File: src/verilog/asd_pkg.sv
package asd_pkg;
  // ---------------------------------------------------------------
  // register map (printed offsets are not all word multiples, so
  // they are indices and the byte address is four times the index)
  // ---------------------------------------------------------------
  localparam logic [11:0] REG_RESULT_HIGH_IDX  = 12'hF72;
  localparam logic [11:0] REG_RESULT_LOW_IDX   = 12'hF73;
  localparam logic [11:0] REG_SCAN_CTRL_IDX    = 12'hFBE;
  localparam logic [11:0] REG_DEST_ADDR_IDX    = 12'hFBD;
  localparam logic [11:0] REG_IRQ_STATUS_IDX   = 12'hFC0;
  localparam logic [11:0] REG_IRQ_MASK_IDX     = 12'hFC1;
  localparam int          ADDR_W               = 14;

  // ---------------------------------------------------------------
  // control field layout and reset values
  // ---------------------------------------------------------------
  localparam int          CTRL_EN_BIT          = 7;
  localparam int          CTRL_IRQ_BIT         = 6;
  localparam int          CTRL_CNT_LSB         = 0;
  localparam int          CTRL_CNT_W           = 4;
  localparam logic [7:0]  CTRL_RESET           = 8'h00;
  localparam logic [7:0]  CTRL_WMASK           = 8'hCF;
  localparam logic [3:0]  CNT_MAX_CODE         = 4'hB;
  localparam logic [6:0]  DEST_RESET           = 7'h00;
  localparam logic [1:0]  IRQ_MASK_RESET       = 2'h3;

  // status bits: scan done, reserved count code seen
  localparam int          ST_DONE_BIT          = 0;
  localparam int          ST_BADCNT_BIT        = 1;

  // AXI responses
  localparam logic [1:0]  RESP_OKAY            = 2'h0;
  localparam logic [1:0]  RESP_SLVERR          = 2'h2;

  typedef enum logic [1:0] {
    ASD_IDLE,
    ASD_CONVERT,
    ASD_XFER_HI,
    ASD_XFER_LO
  } asd_state_t;
endpackage

File: src/verilog/asd_scan_dma.sv
`timescale 1ns/10ps
// How it works
// - enable bit low stops the channel and forces the input count back to zero.
// - interrupt bit high raises an interrupt after the last selected input transfers.
// - interrupt bit low never raises the scan interrupt.
// - count code N up to 1011 scans inputs 0..N; codes 1100-1111 start no scan from idle but flag status bit 1 if the interrupt bit is high.
// - each scan starts at input 0 and steps upward, each conversion then a transfer.
// - high result register shows the upper eight result bits; writes ignored.
// - result is high byte above low register bits 7 and 6.
// - result registers are invalid while a conversion runs.
// - result registers have no defined reset value.
// - low register bits 5..0 are reserved and undefined.
// - low result register is read only; writes change nothing.
// - after each transfer, convert the next higher input unless it was the last.
module asd_scan_dma (
  // clock and reset
  input  wire logic        mclk,
  input  wire logic        resetn,
  // axi4-lite write address and data
  input  wire logic [13:0] s_axi_awaddr,
  input  wire logic        s_axi_awvalid,
  output logic             s_axi_awready,
  input  wire logic [31:0] s_axi_wdata,
  input  wire logic [3:0]  s_axi_wstrb,
  input  wire logic        s_axi_wvalid,
  output logic             s_axi_wready,
  // axi4-lite write response
  output logic [1:0]       s_axi_bresp,
  output logic             s_axi_bvalid,
  input  wire logic        s_axi_bready,
  // axi4-lite read
  input  wire logic [13:0] s_axi_araddr,
  input  wire logic        s_axi_arvalid,
  output logic             s_axi_arready,
  output logic [31:0]      s_axi_rdata,
  output logic [1:0]       s_axi_rresp,
  output logic             s_axi_rvalid,
  input  wire logic        s_axi_rready,
  // converter side
  output logic             adc_start,
  output logic [3:0]       adc_input_sel,
  input  wire logic        adc_done,
  input  wire logic [9:0]  adc_result,
  // register file write port
  output logic             rf_we,
  output logic [11:0]      rf_addr,
  output logic [7:0]       rf_wdata,
  // interrupt
  output logic             irq
);

  // ---------------------------------------------------------------
  // state
  // ---------------------------------------------------------------
  asd_pkg::asd_state_t st_q, st_d;
  logic [7:0]  ctrl_q;
  logic [6:0]  dest_q;
  logic [1:0]  stat_q, mask_q;
  logic [3:0]  inp_q, inp_d;
  logic [9:0]  res_q;
  logic        busy_q;
  // bus capture registers
  logic        aw_q, w_q;
  logic [13:0] awaddr_q;
  logic [31:0] wdata_q;
  logic [3:0]  wstrb_q;
  logic        bvalid_q, rvalid_q;
  logic [1:0]  bresp_q, rresp_q;
  logic [31:0] rdata_q;

  // ---------------------------------------------------------------
  // bus decode
  // ---------------------------------------------------------------
  wire [11:0] wr_idx    = awaddr_q[13:2];
  wire [11:0] rd_idx    = s_axi_araddr[13:2];
  wire        wr_go     = aw_q && w_q && !bvalid_q;
  wire        rd_go     = s_axi_arvalid && !rvalid_q;
  wire        wr_ctrl   = wr_go && wr_idx == asd_pkg::REG_SCAN_CTRL_IDX && wstrb_q[0];
  wire        wr_dest   = wr_go && wr_idx == asd_pkg::REG_DEST_ADDR_IDX && wstrb_q[0];
  wire        wr_mask   = wr_go && wr_idx == asd_pkg::REG_IRQ_MASK_IDX && wstrb_q[0];
  // result registers accept the write cycle but keep their bits
  wire        wr_ro     = wr_idx == asd_pkg::REG_RESULT_HIGH_IDX ||
                          wr_idx == asd_pkg::REG_RESULT_LOW_IDX;
  wire        wr_known  = wr_ro || wr_idx == asd_pkg::REG_SCAN_CTRL_IDX ||
                          wr_idx == asd_pkg::REG_DEST_ADDR_IDX ||
                          wr_idx == asd_pkg::REG_IRQ_MASK_IDX ||
                          wr_idx == asd_pkg::REG_IRQ_STATUS_IDX;
  wire        rd_stat   = rd_go && rd_idx == asd_pkg::REG_IRQ_STATUS_IDX;

  // readies drop while a response waits: one write and one read in flight
  assign s_axi_awready = !aw_q && !bvalid_q;
  assign s_axi_wready  = !w_q && !bvalid_q;
  assign s_axi_arready = !rvalid_q;
  assign s_axi_bvalid  = bvalid_q;
  assign s_axi_bresp   = bresp_q;
  assign s_axi_rvalid  = rvalid_q;
  assign s_axi_rresp   = rresp_q;
  assign s_axi_rdata   = rdata_q;

  // ---------------------------------------------------------------
  // read mux
  // ---------------------------------------------------------------
  logic [31:0] rd_val;
  logic        rd_ok;
  always_comb begin
    rd_val = 32'h0000_0000;
    rd_ok  = 1'b1;
    // result bits follow {high[7:0], low[7:6]}; low[5:0] read as zero
    if (rd_idx == asd_pkg::REG_RESULT_HIGH_IDX) begin
      rd_val = {24'h00_0000, res_q[9:2]};
    end else if (rd_idx == asd_pkg::REG_RESULT_LOW_IDX) begin
      rd_val = {24'h00_0000, res_q[1:0], 6'h00};
    end else if (rd_idx == asd_pkg::REG_SCAN_CTRL_IDX) begin
      rd_val = {24'h00_0000, ctrl_q};
    end else if (rd_idx == asd_pkg::REG_DEST_ADDR_IDX) begin
      rd_val = {25'h000_0000, dest_q};
    end else if (rd_idx == asd_pkg::REG_IRQ_STATUS_IDX) begin
      rd_val = {29'h0000_0000, busy_q, stat_q};
    end else if (rd_idx == asd_pkg::REG_IRQ_MASK_IDX) begin
      rd_val = {30'h0000_0000, mask_q};
    end else begin
      // unmapped indices answer with an error and zero data
      rd_ok  = 1'b0;
    end
  end

  // ---------------------------------------------------------------
  // scan sequencer
  // ---------------------------------------------------------------
  // control fields, decoded once and shared by sequencer and status
  wire       en       = ctrl_q[asd_pkg::CTRL_EN_BIT];
  wire [3:0] cnt      = ctrl_q[asd_pkg::CTRL_CNT_LSB +: asd_pkg::CTRL_CNT_W];
  wire       cnt_ok   = cnt <= asd_pkg::CNT_MAX_CODE;
  wire       last_inp = inp_q == cnt;
  wire       scan_end = st_q == asd_pkg::ASD_XFER_LO && last_inp;
  wire       done_evt = scan_end && ctrl_q[asd_pkg::CTRL_IRQ_BIT];
  // a reserved count only flags status when interrupts are wanted, so a
  // channel with its interrupt bit low never pulls the interrupt line
  wire       bad_evt  = en && !cnt_ok && st_q == asd_pkg::ASD_IDLE &&
                        ctrl_q[asd_pkg::CTRL_IRQ_BIT];

  always_comb begin
    st_d  = st_q;
    inp_d = inp_q;
    case (st_q)
      asd_pkg::ASD_IDLE: begin
        // reserved count codes leave the channel idle
        if (en && cnt_ok) begin
          st_d  = asd_pkg::ASD_CONVERT;
          inp_d = 4'h0;
        end
      end
      asd_pkg::ASD_CONVERT: begin
        // no time limit: a slow converter simply holds the channel here
        if (adc_done) begin
          st_d = asd_pkg::ASD_XFER_HI;
        end
      end
      asd_pkg::ASD_XFER_HI: begin
        // high byte goes out first, the low byte in the next cycle
        st_d = asd_pkg::ASD_XFER_LO;
      end
      asd_pkg::ASD_XFER_LO: begin
        // wrap to input 0 for the continuous update
        st_d  = asd_pkg::ASD_CONVERT;
        inp_d = last_inp ? 4'h0 : inp_q + 4'h1;
      end
      default: begin
        st_d = asd_pkg::ASD_IDLE;
      end
    endcase
    if (!en) begin
      st_d  = asd_pkg::ASD_IDLE;
      inp_d = 4'h0;
    end
  end

  // converter start pulses one cycle on entry to a conversion
  assign adc_start     = st_q != asd_pkg::ASD_CONVERT && st_d == asd_pkg::ASD_CONVERT;
  assign adc_input_sel = inp_d;

  // register file writes: two bytes per input, base = dest << 5
  // a 32-byte window leaves room for all twelve inputs without wrapping
  wire [11:0] rf_base = {dest_q, 5'h00};
  wire [11:0] rf_off  = {7'h00, inp_q, st_q == asd_pkg::ASD_XFER_LO};
  assign rf_we    = st_q == asd_pkg::ASD_XFER_HI || st_q == asd_pkg::ASD_XFER_LO;
  assign rf_addr  = rf_base + rf_off;
  assign rf_wdata = st_q == asd_pkg::ASD_XFER_LO ? {res_q[1:0], 6'h00} : res_q[9:2];

  // ---------------------------------------------------------------
  // interrupt
  // ---------------------------------------------------------------
  // level output: stays high until software reads the status register
  assign irq = |(stat_q & mask_q);

  // ---------------------------------------------------------------
  // registers
  // ---------------------------------------------------------------
  // result capture has no reset: contents undefined until the first conversion
  // plain flops keep this cheap; software waits for the done flag instead
  always_ff @(posedge mclk) begin
    if (st_q == asd_pkg::ASD_CONVERT && adc_done) begin
      res_q <= adc_result;
    end
  end

  // sequencer state; a control write acts one cycle after it lands
  always_ff @(posedge mclk or negedge resetn) begin
    if (!resetn) begin
      st_q   <= asd_pkg::ASD_IDLE;
      inp_q  <= 4'h0;
      busy_q <= 1'b0;
    end else begin
      st_q   <= st_d;
      inp_q  <= inp_d;
      busy_q <= st_d == asd_pkg::ASD_CONVERT;
    end
  end

  // software registers; reserved control bits are dropped on write so
  // a careless write of ones cannot wake an undefined mode later
  always_ff @(posedge mclk or negedge resetn) begin
    if (!resetn) begin
      ctrl_q <= asd_pkg::CTRL_RESET;
      dest_q <= asd_pkg::DEST_RESET;
      mask_q <= asd_pkg::IRQ_MASK_RESET;
    end else begin
      if (wr_ctrl) begin
        ctrl_q <= wdata_q[7:0] & asd_pkg::CTRL_WMASK;
      end
      if (wr_dest) begin
        dest_q <= wdata_q[6:0];
      end
      if (wr_mask) begin
        mask_q <= wdata_q[1:0];
      end
    end
  end

  // sticky status, cleared by read; a new event beats the clear
  // so an event landing in the read cycle is never lost
  always_ff @(posedge mclk or negedge resetn) begin
    if (!resetn) begin
      stat_q <= 2'h0;
    end else begin
      stat_q <= (rd_stat ? 2'h0 : stat_q) | {bad_evt, done_evt};
    end
  end

  // axi write channel capture and response
  // address and data may come in either order; each waits for the other
  always_ff @(posedge mclk or negedge resetn) begin
    if (!resetn) begin
      aw_q     <= 1'b0;
      w_q      <= 1'b0;
      awaddr_q <= 14'h0000;
      wdata_q  <= 32'h0000_0000;
      wstrb_q  <= 4'h0;
      bvalid_q <= 1'b0;
      bresp_q  <= asd_pkg::RESP_OKAY;
    end else begin
      if (s_axi_awvalid && s_axi_awready) begin
        aw_q     <= 1'b1;
        awaddr_q <= s_axi_awaddr;
      end
      if (s_axi_wvalid && s_axi_wready) begin
        w_q     <= 1'b1;
        wdata_q <= s_axi_wdata;
        wstrb_q <= s_axi_wstrb;
      end
      if (wr_go) begin
        aw_q     <= 1'b0;
        w_q      <= 1'b0;
        bvalid_q <= 1'b1;
        bresp_q  <= wr_known ? asd_pkg::RESP_OKAY : asd_pkg::RESP_SLVERR;
      end else if (bvalid_q && s_axi_bready) begin
        bvalid_q <= 1'b0;
      end
    end
  end

  // axi read channel
  // read data is registered so it stands unchanged until rready
  always_ff @(posedge mclk or negedge resetn) begin
    if (!resetn) begin
      rvalid_q <= 1'b0;
      rdata_q  <= 32'h0000_0000;
      rresp_q  <= asd_pkg::RESP_OKAY;
    end else if (rd_go) begin
      rvalid_q <= 1'b1;
      rdata_q  <= rd_val;
      rresp_q  <= rd_ok ? asd_pkg::RESP_OKAY : asd_pkg::RESP_SLVERR;
    end else if (rvalid_q && s_axi_rready) begin
      rvalid_q <= 1'b0;
    end
  end

endmodule

File: config.mk
export PLATFORM = sky130hd
export DESIGN_NAME = asd_scan_dma
export DESIGN_NICKNAME = d
export VERILOG_FILES = /design/src/verilog/asd_pkg.sv /design/src/verilog/asd_scan_dma.sv
export SDC_FILE = /design/constraint.sdc
export NUM_CORES = 1
export LEC_CHECK = 0
export BUFFER_PORTS_ARGS = -buffer_cell sky130_fd_sc_hd__buf_2
export CELL_PAD_IN_SITES_DETAIL_PLACEMENT = 2
export CELL_PAD_IN_SITES_GLOBAL_PLACEMENT = 2
export CORE_AREA = 2 2 110 112
export DETAILED_ROUTE_END_ITERATION = 8
export DIE_AREA = 0 0 112 114
export HOLD_SLACK_MARGIN = 0.12
export PLACE_DENSITY = 0.85
export SETUP_SLACK_MARGIN = 0.15
export SLEW_MARGIN = 20
export SYNTH_ARGS = -nofsm -noshare
export SYNTH_HDL_FRONTEND = slang
export SYNTH_SLANG_ARGS = --single-unit
File: constraint.sdc
create_clock -name mclk -period 3.33 [get_ports mclk]
set_input_delay 0.666 -clock mclk [delete_from_list [all_inputs] [get_ports mclk]]
set_output_delay 0.666 -clock mclk [all_outputs]
set_load 0.02 [all_outputs]
== Word-level counts from Yosys, hierarchy flattened ==
Cells that the tools add are included.

* Register bits after elaboration: 97
* Input port bits: 82
* Output and inout port bits: 68
* Logic and storage cells: 114

* $add $sub $neg: 2
* $lt $le $gt $ge: 1
* Equal/unequal tests: 18
* Multiplexer cells: 32
* Bitwise gates (word level): 2
* Reduce and logical (&&, ||, !) cells: 41

{| class="wikitable"
|+ Operator list
! cell !! number
|-
| == test 12 bit (second input constant) || 12
|-
| 2-to-1 mux 32 bit || 2
|-
| logical AND 1 bit || 24
|-
| 2-to-1 mux 8 bit || 2
|-
| 2-to-1 mux 1 bit || 14
|-
| 2-to-1 mux 2 bit || 7
|-
| adder 12 x 5 -> 12 bit || 1
|-
| 2-to-1 mux 4 bit || 3
|-
| one-hot mux 2 bit (4 select lines) || 1
|-
| one-hot mux 4 bit (2 select lines) || 1
|-
| nonzero test 2 bit || 4
|-
| 2-to-1 mux 7 bit || 1
|-
| logical OR 1 bit || 6
|-
| logical NOT 1 bit || 5
|-
| adder 4 x 1 -> 4 bit (second input constant) || 1
|-
| == test 2 x 1 -> 1 bit (second input constant) || 2
|-
| == test 2 bit (second input constant) || 2
|-
| == test 4 bit || 1
|-
| less-or-equal comparator 4 bit (second input constant) || 1
|-
| 2-to-1 mux 3 bit || 1
|-
| bitwise AND 2 bit || 1
|-
| logical NOT 2 bit || 1
|-
| != test 2 x 1 -> 1 bit (second input constant) || 1
|-
| OR 2 bit || 1
|-
| OR reduction 2 bit || 1
|}

== Longest topological paths before layout ==
* Depth in word-level cells: 8
* Mapped depth: 6
* Mapped depth without buffers: 6

== Worst setup path after synthesis ==
No wires, ideal clock.

* Path kind: reg2out
* Start: register inp_q[3]
* End: output adc_input_sel[2]
* Arrival time: 1.772 ns
* Required time: 2.664 ns
* Path slack: 0.892 ns
* Stages on the path, launching flop included: 5
* Buffers on the path: 0
* Path through: dfrtp_1 > xor2_1 > o41ai_1 > o2bb2ai_1 > o21a_1

* Word-level cells in the longest chain between the ends: 4

{| class="wikitable"
|+ Ends and longest elaborated chain
! item !! RTL line !! source
|-
| start, declared || asd_scan_dma.sv:59 || <nowiki>logic [3:0] inp_q, inp_d;</nowiki>
|-
| start signal, assigned || asd_scan_dma.sv:215 || <nowiki>inp_q <= inp_d;</nowiki>
|-
| == test 4 bit || asd_scan_dma.sv:134 || <nowiki>wire last_inp = inp_q == cnt;</nowiki>
|-
| 2-to-1 mux 4 bit || asd_scan_dma.sv:166 || <nowiki>inp_d = last_inp ? 4'h0 : inp_q + 4'h1;</nowiki>
|-
| one-hot mux 4 bit (2 select lines) || asd_scan_dma.sv:145 || <nowiki>case (st_q)</nowiki>
|-
| 2-to-1 mux 4 bit || asd_scan_dma.sv:172 || <nowiki>if (!en) begin</nowiki>
|-
| end, declared || asd_scan_dma.sv:41 || <nowiki>output logic [3:0] adc_input_sel,</nowiki>
|}

Every way passes these cells.

== Worst setup path in the final report ==
* Start: register st_q[0]
* End: output adc_start

* Word-level cells in the longest chain between the ends: 5
* Elaborated cells on any way between the ends: 11
* Classes of those cells: eq/ne (5); mux (4); reduce/logical (2)

{| class="wikitable"
|+ Ends and longest elaborated chain
! item !! RTL line !! source
|-
| start, declared || asd_scan_dma.sv:55 || <nowiki>asd_pkg::asd_state_t st_q, st_d;</nowiki>
|-
| start signal, assigned || asd_scan_dma.sv:210 || <nowiki>st_q <= asd_pkg::ASD_IDLE;</nowiki>
|-
| start signal, assigned || asd_scan_dma.sv:214 || <nowiki>st_q <= st_d;</nowiki>
|-
| == test 2 bit, or another cell as far along || asd_scan_dma.sv:145 ||
|-
| one-hot mux 2 bit (4 select lines) * || asd_scan_dma.sv:145 ||
|-
| 2-to-1 mux 2 bit * || asd_scan_dma.sv:172 ||
|-
| net st_d[0] || asd_scan_dma.sv:55 ||
|-
| == test 2 x 1 -> 1 bit * || asd_scan_dma.sv:179 || <nowiki>assign adc_start = st_q != asd_pkg::ASD_CONVERT && st_d == asd_pkg::ASD_CONVERT;</nowiki>
|-
| logical AND 1 bit * || asd_scan_dma.sv:179 ||
|-
| end, declared || asd_scan_dma.sv:40 || <nowiki>output logic adc_start,</nowiki>
|}

Mark *: on every way through the listed nets, which the timed path passes. The rest lies on a longest branch.

==> flow_summary_export.csv <==
group,metric,value,unit
run_status,outcome,"complete, no violations",
logic_synthesis,complex_gate_fraction_of_the_synthesized_area,9.47,%
critical_path,cell_breakdown_of_the_critical_path,"ha_1 -> buf_4 -> nor3_1 -> a21oi_1 -> o21a_1 -> and3b_1 -> buf_2",
logic_synthesis,yosys-mux-area-fraction,13.4,%
cells_and_area,diodes,0,
logic_synthesis,synth_seq_area_share,50.6,%
run,maxCapViolCount,0,
clock_network,clockRootBuffer,"clkbuf_16",
floorplanning,floorplan.rows,40,
critical_path,critical_path_class,"reg2out",
logic_synthesis,synthMostInstantiatedCell,"dfrtp_1",
logic_synthesis,syn_avg_cell_area,11.4,um2
clock_network,clkLatencyLatePin,330,ps
global_routing,globalRouteOverflowTotal,0,
cells_and_area,fraction_of_layout_cells_with_a_size_suffix_above_1,38.9,%
power,static-leakage-power,2.04,nW
floorplanning,fp.dieArea,0.0128,mm2
cells_and_area,seq_area,0.00178,mm2
clock_network,cts_made_buffers,9,
global_routing,grt_pass1_wl,16300,um
detailed_routing,route.vias.total,2727,
critical_path,critical_path_arrival,2130,ps
place,hpwl_after_detailed_placement,7880,um
critical_path,startpoint_type,"flip-flop",
detailed_routing,post_drt_wl_per_cell,17.8,um
timing,worst_hold_slack,341,ps
timing,max_freq,357,MHz
clock_network,numClockSinks,69,
critical_path,critical_path_buf_inv_count,2,
detailed_routing,drt-initial-drc-count,73,
detailed_routing,drt-vias-per-instance,4.89,
cells_and_area,multiInputGateArea,0.00158,mm2
critical_path,worst_path_max_delay_cell,"dfrtp_1",
logic_synthesis,post_synth_inst_count,307,
place,dp.cells,542,
place,port-buffer-count,92,
clock_network,clk_transition_reported_paths,60,ps
timing,tns,0,ps
logic_synthesis,synth_async_sr_flop_share,85.5,%
global_routing,globalRouteTotalUtil,16.3,%
global_routing,grt_start_max_net_pins,48,
critical_path,slowest_delay,400,ps
logic_synthesis,dominantRegCellSynth,"dfrtp_1",
cells_and_area,layout.cell_area.non_filler,0.00435,mm2
critical_path,cp_top_family,"simple AND/OR/NAND/NOR gates",
clock_network,clk_path_buf_depth,2,
global_routing,vias_in_the_first_global_route,3043,
detailed_routing,drtAntennaViolNets,0,
cells_and_area,final.fill_count,1265,
logic_synthesis,netlist-cell-type-count,53,
logic_synthesis,synth_top_family_by_area,"simple AND/OR/NAND/NOR gates",
logic_synthesis,synth_xor_xnor_area_share,0.997,%
floorplanning,core_area,0.0117,mm2
logic_synthesis,synth_edf_count,10,
floorplanning,floorplan.die.height,114,um
logic_synthesis,synthTopCellsByCount,"dfrtp_1, mux2_2, buf_4, nand2_1, nor2_1",
power,power_per_cell_area,598,mW/mm2
clock_network,clock_tree_from_tritoncts,"done",
timing,final_max_tran_viols,0,
cells_and_area,final_cell_count_no_fill,558,
detailed_routing,drt_drc,0,
logic_synthesis,synth.top_cells.by_area,"dfrtp_1, mux2_2, edfxtp_1",
logic_synthesis,post-synth-top-area-cell,"dfrtp_1",
timing,worst-slew-pin-transition,809,ps
floorplanning,dieWidth,112,um
detailed_routing,wl,9910,um
logic_synthesis,synth-warning-count,0,
cells_and_area,nets,493,
critical_path,required,2660,ps
timing,layout_min_cycle_time,2800,ps
clock_network,holdBufCountCts,0,
timing,finalCritPeriodShare,84.0,%
timing,final-setup-viol-count,0,
timing,grt_setup_unrepaired,"false",
floorplanning,count_of_pins_on_the_block_boundary,150,
hold_path,worstHoldPathType,"in2async",
clock_network,post_cts_resize_count,0,
cells_and_area,post-route-util,37.1,%
place,gp_congestion,0.854,
power,irDropWorstVdd,353,uV
logic_synthesis,yosys.area_share.adder,1.78,%
critical_path,worst-path-max-fanout,11,
cells_and_area,area.growth.synth_to_final,23.7,%
logic_synthesis,synth_area,0.00351,mm2
logic_synthesis,synth_top_cell_area_share,40.6,%
detailed_routing,drt_pre_antenna_iters,4,
timing,fin_skew,5.65,ps
clock_network,cts_max_level,3,
logic_synthesis,yosys.area_share.simple,16.6,%
place,place_area,0.00406,mm2
timing,max_slew_margin,46.0,%
floorplanning,effective_utilization_at_floorplan,30.0,%
clock_network,post-cts-setup-buffer-count,0,
global_routing,antenna_found_initial,0,
logic_synthesis,ys_ff_latch,69,
critical_path,worstSetupEndpointType,"output port",
timing,hold_viol,0,
==> per-layer routing <==
metal	global-route usage [%]	share of wire [%]
met2	29.9	53
met1	18.7	41
met4	5.20	1.3
met5	0	0
met3	4.04	5.2
==> cell type report <==
cell class | instances | share of cell area [%]
Sequential cell | 69 | 40.9
Multi-Input combinational cell | 224 | 36.4
Timing Repair Buffer | 96 | 11.3
Clock buffer | 12 | 5.44
Tap cell | 147 | 4.23
Clock inverter | 4 | 1.12
Inverter | 6 | 0.518
==> state kept, by name, indices dropped and copies added, names as in the netlist <==
| register | cells |
|---|---|
| ctrl_q | 6 |
| aw_q | 1 |
| mask_q | 2 |
| w_q | 1 |
| st_q | 2 |
| stat_q | 2 |
| busy_q | 1 |
| inp_q | 4 |
| s_axi_bresp | 1 |
| s_axi_rresp | 1 |
| dest_q | 7 |
| wdata_q | 8 |
| awaddr_q | 12 |
| s_axi_rvalid | 1 |
| s_axi_bvalid | 1 |
| res_q | 10 |
| wstrb_q | 1 |
| s_axi_rdata | 8 |
==> placed cells by master, fill, tap and decap left out, types with 3 or more instances in the layout <==
cell type,Yosys,final
xor2_1,4,4
mux2_2,41,41
nor3_1,7,7
edfxtp_1,10,10
nand2b_1,11,11
o2bb2ai_1,3,3
nor3b_1,3,3
nand3_1,7,7
nand4_1,7,7
conb_1,1,26
o21a_1,4,4
buf_2,1,91
clkbuf_16,0,9
buf_4,26,5
a21oi_1,12,12
inv_1,6,6
nand3b_1,3,3
nor2_1,13,13
and2_1,4,4
nor4_1,4,4
ha_1,5,5
nor2b_1,11,11
o21ai_0,8,8
a21o_1,3,3
o31ai_1,3,3
nand2_1,14,14
clkbuf_1,6,3
dfrtp_1,57,57
==> cells by family after synthesis <==
| logic type | after synthesis |
|---|---|
| flops | 69 |
| other cells | 1 |
| fa+ha+maj | 5 |
| xor+xnor | 4 |
| mux | 42 |
| simple gates | 99 |
| compound gates | 48 |
| buf+inv | 39 |
==> through the flow <==
step / power (W) / worst slack (ps)
floorplan: 0.00153 / 892
global placement: 0.00165 / 954
detailed placement: 0.00170 / 885
CTS: 0.00265 / 520
global route: 0.00276 / 412
finish: 0.00260 / 531
==> worst paths after layout <==
kind | start | to | slack, ps | depth (start not counted)
max | st_q[0] | adc_start | 530 | 7
min | resetn | awaddr_q[5] | 340 | 1
max reg2reg | s_axi_bvalid | dest_q[2] | 1440 | 4
min reg2reg | s_axi_rdata[7] | s_axi_rdata[7] | 500 | 2
max in group asynchronous | resetn | s_axi_rdata[7] | 2340 | 2
min in group mclk | s_axi_rdata[7] | s_axi_rdata[7] | 500 | 2
==> power breakdown <==
| part | internal, W | total, W | leakage, nW | switching [W] |
|---|---|---|---|---|
| clock | 0.000579 | 0.000932 | 0.141 | 0.000353 |
| combinational | 0.000251 | 0.000514 | 1.06 | 0.000263 |
| sequential | 0.00102 | 0.00115 | 0.832 | 0.000129 |
(Power assumes the default switching activity.)
